File: config.mk
export PLATFORM = sky130hd
export DESIGN_NAME = charger_state_control
export DESIGN_NICKNAME = d
export VERILOG_FILES = /design/src/charger_pkg.sv /design/src/charger_state_control.sv
export SDC_FILE = /design/constraint.sdc
export NUM_CORES = 1
export LEC_CHECK = 0
export ABC_AREA = 1
export BUFFER_PORTS_ARGS = -buffer_cell sky130_fd_sc_hd__buf_2
export CAP_MARGIN = 20
export CORE_MARGIN = 2
export CORE_UTILIZATION = 45
export DETAILED_ROUTE_END_ITERATION = 10
export GPL_TIMING_DRIVEN = 1
export PLACE_DENSITY_LB_ADDON = 0.12
export SLEW_MARGIN = 20
export SYNTH_ARGS = -nofsm -noshare
export SYNTH_HDL_FRONTEND = slang
export SYNTH_SLANG_ARGS = --single-unit
File: constraint.sdc
create_clock -name clk -period 37.7 [get_ports clk]
set_input_delay 11.31 -clock clk [delete_from_list [all_inputs] [get_ports clk]]
set_output_delay 11.31 -clock clk [all_outputs]
set_load 0.02 [all_outputs]
File: src/charger_pkg.sv
// Package with constants, types and register map of the charger control block
package charger_pkg;

    // Clock
    localparam int unsigned CLK_HZ = 25_000_000;

    // Times in milliseconds and their cycle counts
    localparam int unsigned REVERSE_RETRY_MS = 300;
    localparam int unsigned REVERSE_ON_MS    = 60;
    localparam int unsigned REVERSE_OFF_MS   = 300;
    localparam int unsigned RETRY_CYC        = REVERSE_RETRY_MS * (CLK_HZ / 1000);
    localparam int unsigned ON_CYC           = REVERSE_ON_MS * (CLK_HZ / 1000);
    localparam int unsigned OFF_CYC          = REVERSE_OFF_MS * (CLK_HZ / 1000);

    // Default limits, in cycles, for timers without a figure of their own
    localparam logic [31:0] TERM_DELAY_RST  = 32'h0000_0400;
    localparam logic [31:0] TOPOFF_TIME_RST = 32'h0001_0000;
    localparam logic [31:0] PREQUAL_RST     = 32'h0010_0000;
    localparam logic [31:0] FASTCHG_RST     = 32'h0100_0000;
    localparam logic [31:0] OVC_DELAY_RST   = 32'h0000_0010;
    localparam logic [31:0] OVC_RETRY_RST   = 32'h0001_0000;

    // Thermal and temperature-zone figures
    localparam int unsigned FOLDBACK_PCT_PER_C = 5;
    localparam int unsigned FOLDBACK_SPAN_C    = 20;
    localparam int unsigned COOL_PCT           = 50;
    localparam logic [15:0] WARM_DROP_MV       = 16'h0096;
    localparam logic [11:0] FULL_PERMILLE      = 12'h3e8;

    // Register byte offsets
    localparam logic [7:0] OFF_CTRL     = 8'h00;
    localparam logic [7:0] OFF_STATUS   = 8'h04;
    localparam logic [7:0] OFF_TERMDLY  = 8'h08;
    localparam logic [7:0] OFF_TOPOFF   = 8'h0c;
    localparam logic [7:0] OFF_PREQUAL  = 8'h10;
    localparam logic [7:0] OFF_FASTCHG  = 8'h14;
    localparam logic [7:0] OFF_OVCDLY   = 8'h18;
    localparam logic [7:0] OFF_OVCRETRY = 8'h1c;
    localparam logic [7:0] OFF_REGMV    = 8'h20;
    localparam logic [7:0] OFF_TARGET   = 8'h24;

    // Control register fields and reset values
    localparam int unsigned CTRL_PHOSPHATE = 0;
    localparam int unsigned CTRL_CHGDIS    = 1;
    localparam logic [31:0] CTRL_RST       = 32'h0000_0000;
    localparam logic [15:0] REGMV_RST      = 16'h1068;

    typedef enum logic [3:0] {
        ST_INIT, ST_PRECHG, ST_TRICKLE, ST_FASTCC, ST_FASTCV,
        ST_TOPOFF, ST_DONE, ST_TIMERFAULT, ST_THERMSHDN
    } chg_state_e;

    // Analog comparator results
    typedef struct packed {
        logic       inputValid;
        logic       timerSuspend;
        logic       battBelowPrechg;
        logic       battBelowTrickle;
        logic       battAtReg;
        logic       battBelowRestart;
        logic       chgBelowTopoff;
        logic       junctionOverShdn;
        logic [4:0] degreesOverFoldback;
        logic       tempBelowCold;
        logic       tempBelowCool;
        logic       tempAboveWarm;
        logic       tempAboveHot;
        logic       sysBelowPowerup;
        logic       battOverCurrent;
        logic       chgInputOverload;
    } sense_s;

    // Power path commands
    typedef struct packed {
        logic        chargeOn;
        logic        regulateVoltage;
        logic        softStart;
        logic [11:0] currentPermille;
        logic [15:0] regTargetMv;
        logic        reverseBoost;
        logic        bypassToInputOn;
        logic        battSwitchOn;
        logic        buckOn;
        logic        powerupLimit;
    } power_s;

endpackage : charger_pkg

File: src/charger_state_control.sv
// Charger state machine, safety timers, protections and APB registers
`timescale 1ns/10ps

// How it works
// - Top-off entered only from CV after current below top-off level for termination delay.
// - After top-off time spent in top-off, move to done.
// - From top-off or done, battery below restart level returns to CC.
// - Done state delivers zero charge current.
// - No soft-start when moving from done back to CC.
// - Prequal states bounded by prequal time, CC plus CV by fast-charge time.
// - Timer fault turns charging off and drives status output low.
// - Junction over shutdown threshold from any state enters thermal shutdown, charger off.
// - Boost-enable high runs reverse boost toward bypass node and charger input.
// - Input overload in reverse boost opens input switch, retries after fixed delay.
// - Persistent overload cycles input switch about 60 ms on, 300 ms off.
// - Boost-enable and standby both high feed only the bypass node.
// - System rail below power-up voltage limits battery-to-system current.
// - Battery overcurrent for overcurrent delay opens battery switch, stops buck.
// - After trip, system rail low for retry time restarts, repeating until cleared.
// - Above foldback temperature, target drops 5 percent per degree.
// - Target reaches zero 20 degrees above foldback set point.
// - Cold-to-cool zone halves fast-charge current in temperature-compliant variant.
// - Warm-to-hot zone lowers termination voltage by 150 mV.
// - Below cold or above hot, charging suspended.
// - Phosphate variant skips warm and cool adjustments, stops only at extremes.
// - Invalid input or suspended timer enters initial state, zero current, timer cleared.
module charger_state_control (
    // Clock and reset
    input  wire logic                clk,
    input  wire logic                nrst,
    // APB slave
    input  wire logic                psel,
    input  wire logic                penable,
    input  wire logic                pwrite,
    input  wire logic [7:0]          paddr,
    input  wire logic [31:0]         pwdata,
    output logic      [31:0]         prdata,
    output logic                     pready,
    output logic                     pslverr,
    // Pins and comparators, asynchronous
    input  wire logic                boostEnablePin,
    input  wire logic                standbyPin,
    input  wire charger_pkg::sense_s sense,
    // Status pin and power path
    output logic                     statusOut,
    output logic                     statusOe,
    output charger_pkg::power_s      power
);
    import charger_pkg::*;

    // Two-flop synchronisers
    sense_s sense1_q, senseS_q;
    logic [1:0] pins1_q, pinsS_q;

    always_ff @(posedge clk) begin
        if (!nrst) begin
            sense1_q <= '0;
            senseS_q <= '0;
            pins1_q  <= '0;
            pinsS_q  <= '0;
        end else begin
            sense1_q <= sense;
            senseS_q <= sense1_q;
            pins1_q  <= {boostEnablePin, standbyPin};
            pinsS_q  <= pins1_q;
        end
    end

    wire boostEn = pinsS_q[1];
    wire standby = pinsS_q[0];

    // Registers
    logic [31:0] ctrl_q, termDly_q, topoff_q, prequal_q, fastchg_q, ovcDly_q, ovcRetry_q;
    logic [15:0] regMv_q;

    wire phosphate = ctrl_q[CTRL_PHOSPHATE];
    wire chgDisable = ctrl_q[CTRL_CHGDIS];

    // Charger state
    chg_state_e state_q, state_d;
    logic [31:0] stateCnt_q;
    logic [31:0] fcCnt_q;
    logic [31:0] termCnt_q;
    logic        inputSeen_q;

    // Temperature zones
    wire coldStop = senseS_q.tempBelowCold || senseS_q.tempAboveHot;
    wire coolZone = !phosphate && senseS_q.tempBelowCool && !senseS_q.tempBelowCold;
    wire warmZone = !phosphate && senseS_q.tempAboveWarm && !senseS_q.tempAboveHot;

    wire inFast      = (state_q == ST_FASTCC) || (state_q == ST_FASTCV);
    wire inPrequal   = (state_q == ST_PRECHG) || (state_q == ST_TRICKLE);
    wire pqExpired   = inPrequal && (stateCnt_q >= prequal_q);
    wire fcExpired   = inFast && (fcCnt_q >= fastchg_q);
    wire termDone    = (termCnt_q >= termDly_q);
    wire topoffDone  = (state_q == ST_TOPOFF) && (stateCnt_q >= topoff_q);
    wire restartLow  = senseS_q.battBelowRestart;
    wire latchedFault = (state_q == ST_TIMERFAULT) && inputSeen_q;

    // Next state
    always_comb begin
        state_d = state_q;
        if (senseS_q.junctionOverShdn) begin
            state_d = ST_THERMSHDN;
        end else if (!senseS_q.inputValid || senseS_q.timerSuspend) begin
            state_d = ST_INIT;
        end else if (!latchedFault) begin
            unique case (state_q)
                ST_INIT, ST_THERMSHDN: begin
                    state_d = ST_PRECHG;
                end
                ST_PRECHG: begin
                    if (pqExpired) state_d = ST_TIMERFAULT;
                    else if (!senseS_q.battBelowPrechg) state_d = phosphate ? ST_FASTCC : ST_TRICKLE;
                end
                ST_TRICKLE: begin
                    if (pqExpired) state_d = ST_TIMERFAULT;
                    else if (!senseS_q.battBelowTrickle) state_d = ST_FASTCC;
                end
                ST_FASTCC: begin
                    if (fcExpired) state_d = ST_TIMERFAULT;
                    else if (senseS_q.battAtReg) state_d = ST_FASTCV;
                end
                ST_FASTCV: begin
                    if (fcExpired) state_d = ST_TIMERFAULT;
                    else if (termDone) state_d = ST_TOPOFF;
                end
                ST_TOPOFF: begin
                    if (restartLow) state_d = ST_FASTCC;
                    else if (topoffDone) state_d = ST_DONE;
                end
                ST_DONE: begin
                    if (restartLow) state_d = ST_FASTCC;
                end
                ST_TIMERFAULT: begin
                    state_d = ST_TIMERFAULT;
                end
            endcase
        end
    end

    always_ff @(posedge clk) begin
        if (!nrst) begin
            state_q     <= ST_INIT;
            stateCnt_q  <= '0;
            fcCnt_q     <= '0;
            termCnt_q   <= '0;
            inputSeen_q <= 1'b0;
        end else begin
            state_q     <= state_d;
            inputSeen_q <= senseS_q.inputValid;
            // Restart on every entry
            stateCnt_q  <= (state_d != state_q) ? '0 : stateCnt_q + 32'h1;
            // CC and CV share one timer
            fcCnt_q     <= (state_d == ST_FASTCC || state_d == ST_FASTCV)
                           ? fcCnt_q + 32'h1 : '0;
            termCnt_q   <= (state_q == ST_FASTCV && senseS_q.chgBelowTopoff)
                           ? termCnt_q + 32'h1 : '0;
        end
    end

    // Thermal foldback, permille of fast-charge current
    wire [11:0] foldStep = 12'(FOLDBACK_PCT_PER_C * 10);
    wire [11:0] foldCut  = 12'(senseS_q.degreesOverFoldback) * foldStep;
    wire        foldZero = senseS_q.degreesOverFoldback >= 5'(FOLDBACK_SPAN_C);
    wire [11:0] afterFold = (foldZero || foldCut >= FULL_PERMILLE)
                            ? 12'h000 : FULL_PERMILLE - foldCut;
    wire [11:0] afterCool = coolZone ? 12'((afterFold * COOL_PCT) / 100) : afterFold;

    wire charging = (state_q inside {ST_PRECHG, ST_TRICKLE, ST_FASTCC, ST_FASTCV, ST_TOPOFF})
                    && !coldStop && !chgDisable;

    // Reverse boost overload retry
    typedef enum logic [1:0] {RB_OFF, RB_ON, RB_WAIT} rb_e;
    rb_e rb_q;
    logic [31:0] rbCnt_q;
    wire byPassOnly = boostEn && standby;

    always_ff @(posedge clk) begin
        if (!nrst) begin
            rb_q    <= RB_OFF;
            rbCnt_q <= '0;
        end else if (!boostEn || byPassOnly) begin
            rb_q    <= RB_OFF;
            rbCnt_q <= '0;
        end else begin
            unique case (rb_q)
                RB_OFF: begin
                    rb_q    <= RB_ON;
                    rbCnt_q <= '0;
                end
                RB_ON: begin
                    rbCnt_q <= rbCnt_q + 32'h1;
                    // Trip on the first on cycle acts at once, later ones follow the on window
                    if (senseS_q.chgInputOverload && (rbCnt_q >= 32'(ON_CYC) || rbCnt_q == 0)) begin
                        rb_q    <= RB_WAIT;
                        rbCnt_q <= '0;
                    end
                end
                RB_WAIT: begin
                    rbCnt_q <= rbCnt_q + 32'h1;
                    if (rbCnt_q >= 32'(OFF_CYC) - 32'h1) begin
                        rb_q    <= RB_ON;
                        rbCnt_q <= 32'h1;
                    end
                end
            endcase
        end
    end

    // Battery overcurrent trip and retry
    logic        ovcTrip_q;
    logic [31:0] ovcCnt_q;

    always_ff @(posedge clk) begin
        if (!nrst) begin
            ovcTrip_q <= 1'b0;
            ovcCnt_q  <= '0;
        end else if (!ovcTrip_q) begin
            ovcCnt_q <= senseS_q.battOverCurrent ? ovcCnt_q + 32'h1 : '0;
            if (senseS_q.battOverCurrent && ovcCnt_q + 32'h1 >= ovcDly_q) begin
                ovcTrip_q <= 1'b1;
                ovcCnt_q  <= '0;
            end
        end else begin
            ovcCnt_q <= senseS_q.sysBelowPowerup ? ovcCnt_q + 32'h1 : '0;
            if (senseS_q.sysBelowPowerup && ovcCnt_q + 32'h1 >= ovcRetry_q) begin
                ovcTrip_q <= 1'b0;
                ovcCnt_q  <= '0;
            end
        end
    end

    // Power path outputs, all registered
    power_s power_d;
    always_comb begin
        power_d                 = '0;
        power_d.chargeOn        = charging && (state_q != ST_DONE);
        power_d.regulateVoltage = state_q inside {ST_FASTCV, ST_TOPOFF};
        power_d.softStart       = charging && state_q != ST_FASTCC;
        power_d.currentPermille = power_d.chargeOn ? afterCool : 12'h000;
        power_d.regTargetMv     = warmZone ? regMv_q - WARM_DROP_MV : regMv_q;
        power_d.reverseBoost    = boostEn;
        power_d.bypassToInputOn = boostEn && !byPassOnly && rb_q == RB_ON;
        power_d.battSwitchOn    = !ovcTrip_q;
        power_d.buckOn          = !ovcTrip_q && !standby && !boostEn;
        power_d.powerupLimit    = senseS_q.sysBelowPowerup;
    end

    // Status pin: released while charging, driven low otherwise
    always_ff @(posedge clk) begin
        if (!nrst) begin
            power     <= '0;
            statusOut <= 1'b0;
            statusOe  <= 1'b1;
        end else begin
            power     <= power_d;
            statusOut <= 1'b0;
            statusOe  <= !(charging && state_q != ST_TIMERFAULT);
        end
    end

    // APB slave, zero wait states
    wire        wrEn = psel && penable && pwrite;
    wire        mapped = (paddr[1:0] == 2'b00) && (paddr <= OFF_TARGET);
    wire [31:0] statusWord = {16'h0000, 3'b000, ovcTrip_q, 2'b00, rb_q, coldStop,
                              coolZone, warmZone, 1'b0, 4'(state_q)};
    logic [31:0] rd;
    always_comb begin
        unique case (paddr)
            OFF_CTRL:     rd = ctrl_q;
            OFF_STATUS:   rd = statusWord;
            OFF_TERMDLY:  rd = termDly_q;
            OFF_TOPOFF:   rd = topoff_q;
            OFF_PREQUAL:  rd = prequal_q;
            OFF_FASTCHG:  rd = fastchg_q;
            OFF_OVCDLY:   rd = ovcDly_q;
            OFF_OVCRETRY: rd = ovcRetry_q;
            OFF_REGMV:    rd = {16'h0000, regMv_q};
            OFF_TARGET:   rd = {20'h00000, power.currentPermille};
            default:      rd = 32'h0000_0000;
        endcase
    end

    always_ff @(posedge clk) begin
        if (!nrst) begin
            ctrl_q     <= CTRL_RST;
            termDly_q  <= TERM_DELAY_RST;
            topoff_q   <= TOPOFF_TIME_RST;
            prequal_q  <= PREQUAL_RST;
            fastchg_q  <= FASTCHG_RST;
            ovcDly_q   <= OVC_DELAY_RST;
            ovcRetry_q <= OVC_RETRY_RST;
            regMv_q    <= REGMV_RST;
            prdata     <= '0;
            pready     <= 1'b0;
            pslverr    <= 1'b0;
        end else begin
            pready  <= psel && !penable;
            pslverr <= psel && !penable && !mapped;
            prdata  <= (psel && !penable && !pwrite) ? rd : 32'h0000_0000;
            if (wrEn && pready) begin
                unique case (paddr)
                    OFF_CTRL:     ctrl_q     <= {30'h0, pwdata[1:0]};
                    OFF_TERMDLY:  termDly_q  <= pwdata;
                    OFF_TOPOFF:   topoff_q   <= pwdata;
                    OFF_PREQUAL:  prequal_q  <= pwdata;
                    OFF_FASTCHG:  fastchg_q  <= pwdata;
                    OFF_OVCDLY:   ovcDly_q   <= pwdata;
                    OFF_OVCRETRY: ovcRetry_q <= pwdata;
                    OFF_REGMV:    regMv_q    <= pwdata[15:0];
                    default:      ;
                endcase
            end
        end
    end

endmodule : charger_state_control

; ---- Word-level counts from Yosys, hierarchy flattened
; Cells that the tools add are included.
[classes]
n_reduce_logical = 74
magnitude_cmp = 11
div_mod_pow = 1
n_mux = 34
eq_ne = 27
n_mul = 2
addsub = 7
bitwise_logic = 1
[ops]
columns = cell, n
row1 = case mux 32 bit (10 select lines), 1
row2 = 2-to-1 mux 32 bit, 7
row3 = >= comparator 32 bit, 6
row4 = "adder 32 x 1 -> 32 bit, second input constant", 5
row5 = case mux 32 bit (3 select lines), 1
row6 = 2-to-1 mux 4 bit, 14
row7 = "divider 18 x 7 -> 32 bit, second input constant", 1
row8 = "== test 8 x 5 -> 1 bit, second input constant", 4
row9 = ">= comparator 32 x 21 -> 1 bit, second input constant", 1
row10 = ">= comparator 32 x 23 -> 1 bit, second input constant", 1
row11 = zero test 32 bit, 1
row12 = case mux 4 bit (8 select lines), 1
row13 = logical AND 1 bit, 29
row14 = AND reduction 2 bit, 13
row15 = 2-to-1 mux 12 bit, 2
row16 = "== test 4 x 3 -> 1 bit, second input constant", 5
row17 = "multiplier 12 x 5 -> 17 bit, second input constant", 1
row18 = "== test 8 x 4 -> 1 bit, second input constant", 2
row19 = "== test 8 x 6 -> 1 bit, second input constant", 2
row20 = 2-to-1 mux 16 bit, 1
row21 = "subtractor 16 x 8 -> 16 bit, second input constant", 1
row22 = zero test 1 bit, 14
row23 = "== test 4 x 2 -> 1 bit, second input constant", 3
row24 = "subtractor 10 x 11 -> 12 bit, first input constant", 1
row25 = 24 further kinds, 40
[word_totals]
elab_cells = 222
regBits = 493
output_inout_bits = 72

; ---- Longest topological paths before layout
[logic_depth]
depth_word = 11
depth_mapped = 116

; ---- Worst setup path before layout
; No wires, ideal clock.
[synth_timing]
kind = input port to flip-flop
start = input port paddr[1]
end = register fastchg_q[23]
setup_ns = 0.070
slack_ns = 24.715
path_buffers = 1
arrival_ns = 12.915
path_stages = 8
cell_sequence = nor2_1 > inv_1 > nor3_1 > nand2_1 > nor2_1 > clkbuf_1 > o21ai_0 > a21oi_1
[synth_between]
elab_chain_cells = 2
[synth_lines]
columns = element, line
row1 = start: declaration, charger_state_control.sv:35  ; input wire logic [7:0] paddr,
row2 = == test 8 x 5 -> 1 bit, charger_state_control.sv:303  ; unique case (paddr)
row3 = AND reduction 2 bit (no source line), --
row4 = end signal: assignment, charger_state_control.sv:308  ; OFF_FASTCHG: fastchg_q <= pwdata;
row5 = end: declaration, charger_state_control.sv:73  ; logic [31:0] ctrl_q, termDly_q, topoff_q, prequal_q, fastchg_q, ovcDly_q, ovcRetry_q;
; No other way between the ends.
; A chain may end at the register's enable or synchronous reset.

; ---- Final worst setup path
[layout_timing]
start = register senseS_q[7] (netlist bit)
end = register power[21] (netlist bit)
[layout_between]
elab_chain_cells = 7
[layout_lines]
columns = element, line
row1 = start: declaration, charger_state_control.sv:52  ; sense_s sense1_q, senseS_q;
row2 = start signal: assignment, charger_state_control.sv:63  ; senseS_q <= sense1_q;
row3 = multiplier 5 x 5 -> 10 bit, charger_state_control.sv:164  ; wire [11:0] foldCut = 12'(senseS_q.degreesOverFoldback) * foldStep;
row4 = >= comparator 11 x 10 -> 1 bit, charger_state_control.sv:166  ; wire [11:0] afterFold = (foldZero || foldCut >= FULL_PERMILLE)
row5 = logical OR 1 bit, charger_state_control.sv:166
row6 = 2-to-1 mux 12 bit *, charger_state_control.sv:167  ; ? 12'h000 : FULL_PERMILLE - foldCut;
row7 = multiplier 12 x 5 -> 17 bit, charger_state_control.sv:168  ; wire [11:0] afterCool = coolZone ? 12'((afterFold * COOL_PCT) / 100) : afterFold;
row8 = divider 18 x 7 -> 32 bit, charger_state_control.sv:168
row9 = 2-to-1 mux 12 bit *, charger_state_control.sv:168
row10 = end signal: assignment, charger_state_control.sv:257  ; power <= power_d;
row11 = end: declaration, charger_state_control.sv:47  ; output charger_pkg::power_s power
; Every way passes the cells marked *; elsewhere a longest branch is shown, timed or not.

==> reports/results.txt <==
Status: finished, final reports clean
DRC errors left: 0
Largest net degree at the start of global routing: 120
Crit path top cell by count: nand2_1
Pre-Repair DR Iteration Count: 6
Core ar.: 67400 um2
Number of synthesized flops with an enable pin: 0
DR iter-0 viols: 2201
Top Ports: 139
Hold buffer count at cts: 0
CP Buf/Inv Count: 14
Crit path arrival time: 15.21 ns
Met3 usage: 0.0309
Flop-to-flop setup slack: 22.98 ns
CP Data Required Time: 38.19 ns
RSZ-0062 raised after global routing: no
Commonest non-fill, non-tap cell in the layout: nand2_1
First-pass GRT wire length: 148 mm
Fin. Hold Viols: 0
Setup TNS: 0 ns
Number of port buffers: 137
Global placement routability congestion: 0.964
Overall Global Routing Usage: 0.265
Post-synth ARST share: 0
Site row count: 95
Die area: 70500 um2
Post-DP HPWL: 74.1 mm
Worst-Margin Slew: 1.28 ns
Dpl cells: 5344
Fin cells: 5448
Gr busiest metal: met2
Yosys warning count: 0
Clock Latency Late Sink: 0.63 ns
CP startpoint kind: register
Skew final: 0.0345 ns
Register area share after synthesis: 0.320
CP endpoint kind: register
# setup viols final: 0
Initial antenna violation count: 2
DIE HEIGHT: 265 um
Met1 global-route usage: 0.330
Synth Register Bits: 492
Main synth FF type: dfxtp_1
Max Buffers Root-to-Sink: 3
TritonCTS Sinks: 492
Synth unique cells: 66
Worst Hold Class: reg2reg
CTS resizes: 0
GR Layer Usage met2: 0.467
Root Driver: clkbuf_16
Final worst path period share: 0.390
Critical path class: reg2reg
CP max FO: 20
Post-DR wirelength/cell: 17.4 um
MaxCap Viol Count: 0
Tmin final: 14.72 ns
Fin Hold WS: 0.408 ns
Delay of the slowest critical-path stage: 0.51 ns
Vias/cell: 5.30
Routed WL: 94.6 mm
Max-slew violation count: 0
Slew headroom: 0.138
Vias in the first global route: 26968
Antenna-violating nets left: 0
CTS buffer count: 54
Mean Syn Cell Area: 6.95 um2
Crit-path leading delay family: simple AND/OR/NAND/NOR gates
Initial Utilization: 0.457
Worst-path clk slew: 0.06 ns
Slowest-stage cell, CP: fa_1
Final core utilization: 0.509
Die span in x: 265 um
Via count: 28860
Setup Buffers After CTS: 0
Final #Nets: 4864
Syn Inst Count: 4429
Fmax: 67.9 MHz
Synthesized cell area: 30800 um2
H-tree depth reported by CTS: 2
Layout cell share with drive strength beyond 1: 0.101
Highest-count cells in the layout ignoring fill and taps: nand2_1, inv_1, dfxtp_1
CTS tree: done
Gr ovfl total: 0
Area growth, synth to finish: 11.4%
[worst register-to-register path, delay by kind of cell (launching register included)]
family,cells,cell delay (ns)
and+or+nand+nor,71,9.39
adders and majority gates,8,2.83
buffers and inverters,14,1.19
AOI/OAI and AO/OA,3,0.81
DFF,1,0.36
[stage by stage]
| step | area (um2) | setup WS (ns) |
|---|---|---|
| after floorplan | 30800 | 24.72 |
| final | 34300 | 22.98 |
| after global routing | 34300 | 21.40 |
| after global placement | 32300 | 22.92 |
| after CTS | 34300 | 23.15 |
| after detailed placement | 32300 | 22.87 |
[Yosys cell counts, drive strengths merged, types with 12 or more instances]
| cell | number | area [um2] |
|---|---|---|
| clkbuf | 106 | 398 |
| nor2 | 394 | 1650 |
| a221oi | 17 | 149 |
| nand2 | 897 | 3610 |
| o22ai | 57 | 357 |
| ha | 263 | 3290 |
| dfxtp | 492 | 9850 |
| a41oi | 12 | 105 |
| nand3 | 247 | 1400 |
| o211ai | 14 | 105 |
| clkinv | 15 | 58.8 |
| nor3b | 38 | 285 |
| buf | 14 | 134 |
| nor4 | 21 | 131 |
| a31oi | 18 | 113 |
| a211oi | 15 | 113 |
| o21ai | 310 | 1560 |
| a21oi | 402 | 2020 |
| xor2 | 75 | 672 |
| nor3 | 79 | 405 |
| xnor2 | 20 | 175 |
| nand4 | 89 | 563 |
| inv | 734 | 2760 |
[kinds of logic (layout without fill, tap and decap cells)]
logic type,after synthesis,in the layout,synth area share
DFF,492,492,0.320
buffers and inverters,869,1010,0.109
other,2,7,0.000244
xor gates and xnor gates,95,95,0.0275
adders and majority gates,270,270,0.112
and+or+nand+nor,1793,1793,0.268
AOI/OAI and AO/OA,908,908,0.164
[worst paths after layout]
kind	startpoint	to	cells past startpoint
worst min register to register	pinsS_q[1]	power[1]	1
worst max-delay path	senseS_q[7]	power[21]	96
worst min-delay path	pinsS_q[1]	power[1]	1
worst max register to register	senseS_q[7]	power[21]	96
[state kept, by name (all words and copies together), names as in the netlist, 2 cells and up]
| name | flops |
|---|---|
| power | 36 |
| fastchg_q | 32 |
| fcCnt_q | 32 |
| ovcCnt_q | 32 |
| ovcDly_q | 32 |
| ovcRetry_q | 32 |
| prdata | 32 |
| prequal_q | 32 |
| rbCnt_q | 32 |
| stateCnt_q | 32 |
| termCnt_q | 32 |
| termDly_q | 32 |
| topoff_q | 32 |
| sense1_q | 20 |
| senseS_q | 18 |
| regMv_q | 16 |
| state_q | 4 |
| ctrl_q | 2 |
| pins1_q | 2 |
| pinsS_q | 2 |
| rb_q | 2 |
[layout make-up]
class	instances	area, um2
clock buffer	74	1560
timing repair buffer	159	857
clock inverter	28	449
sequential	492	9850
fill	6879	33100
tap	873	1090
multi-input combinational	3071	17600
antenna	2	5.00
inverter	749	2820
[metal layers]
metal,vias to the layer above,routed length (um)
met5,-,17
met4,2,3550
met3,167,5270
met2,807,45600
met1,13105,40200
li1,14779,-
Power is not shown: default switching activity piles up to over one toggle a cycle in this logic, so the estimate is an artifact.
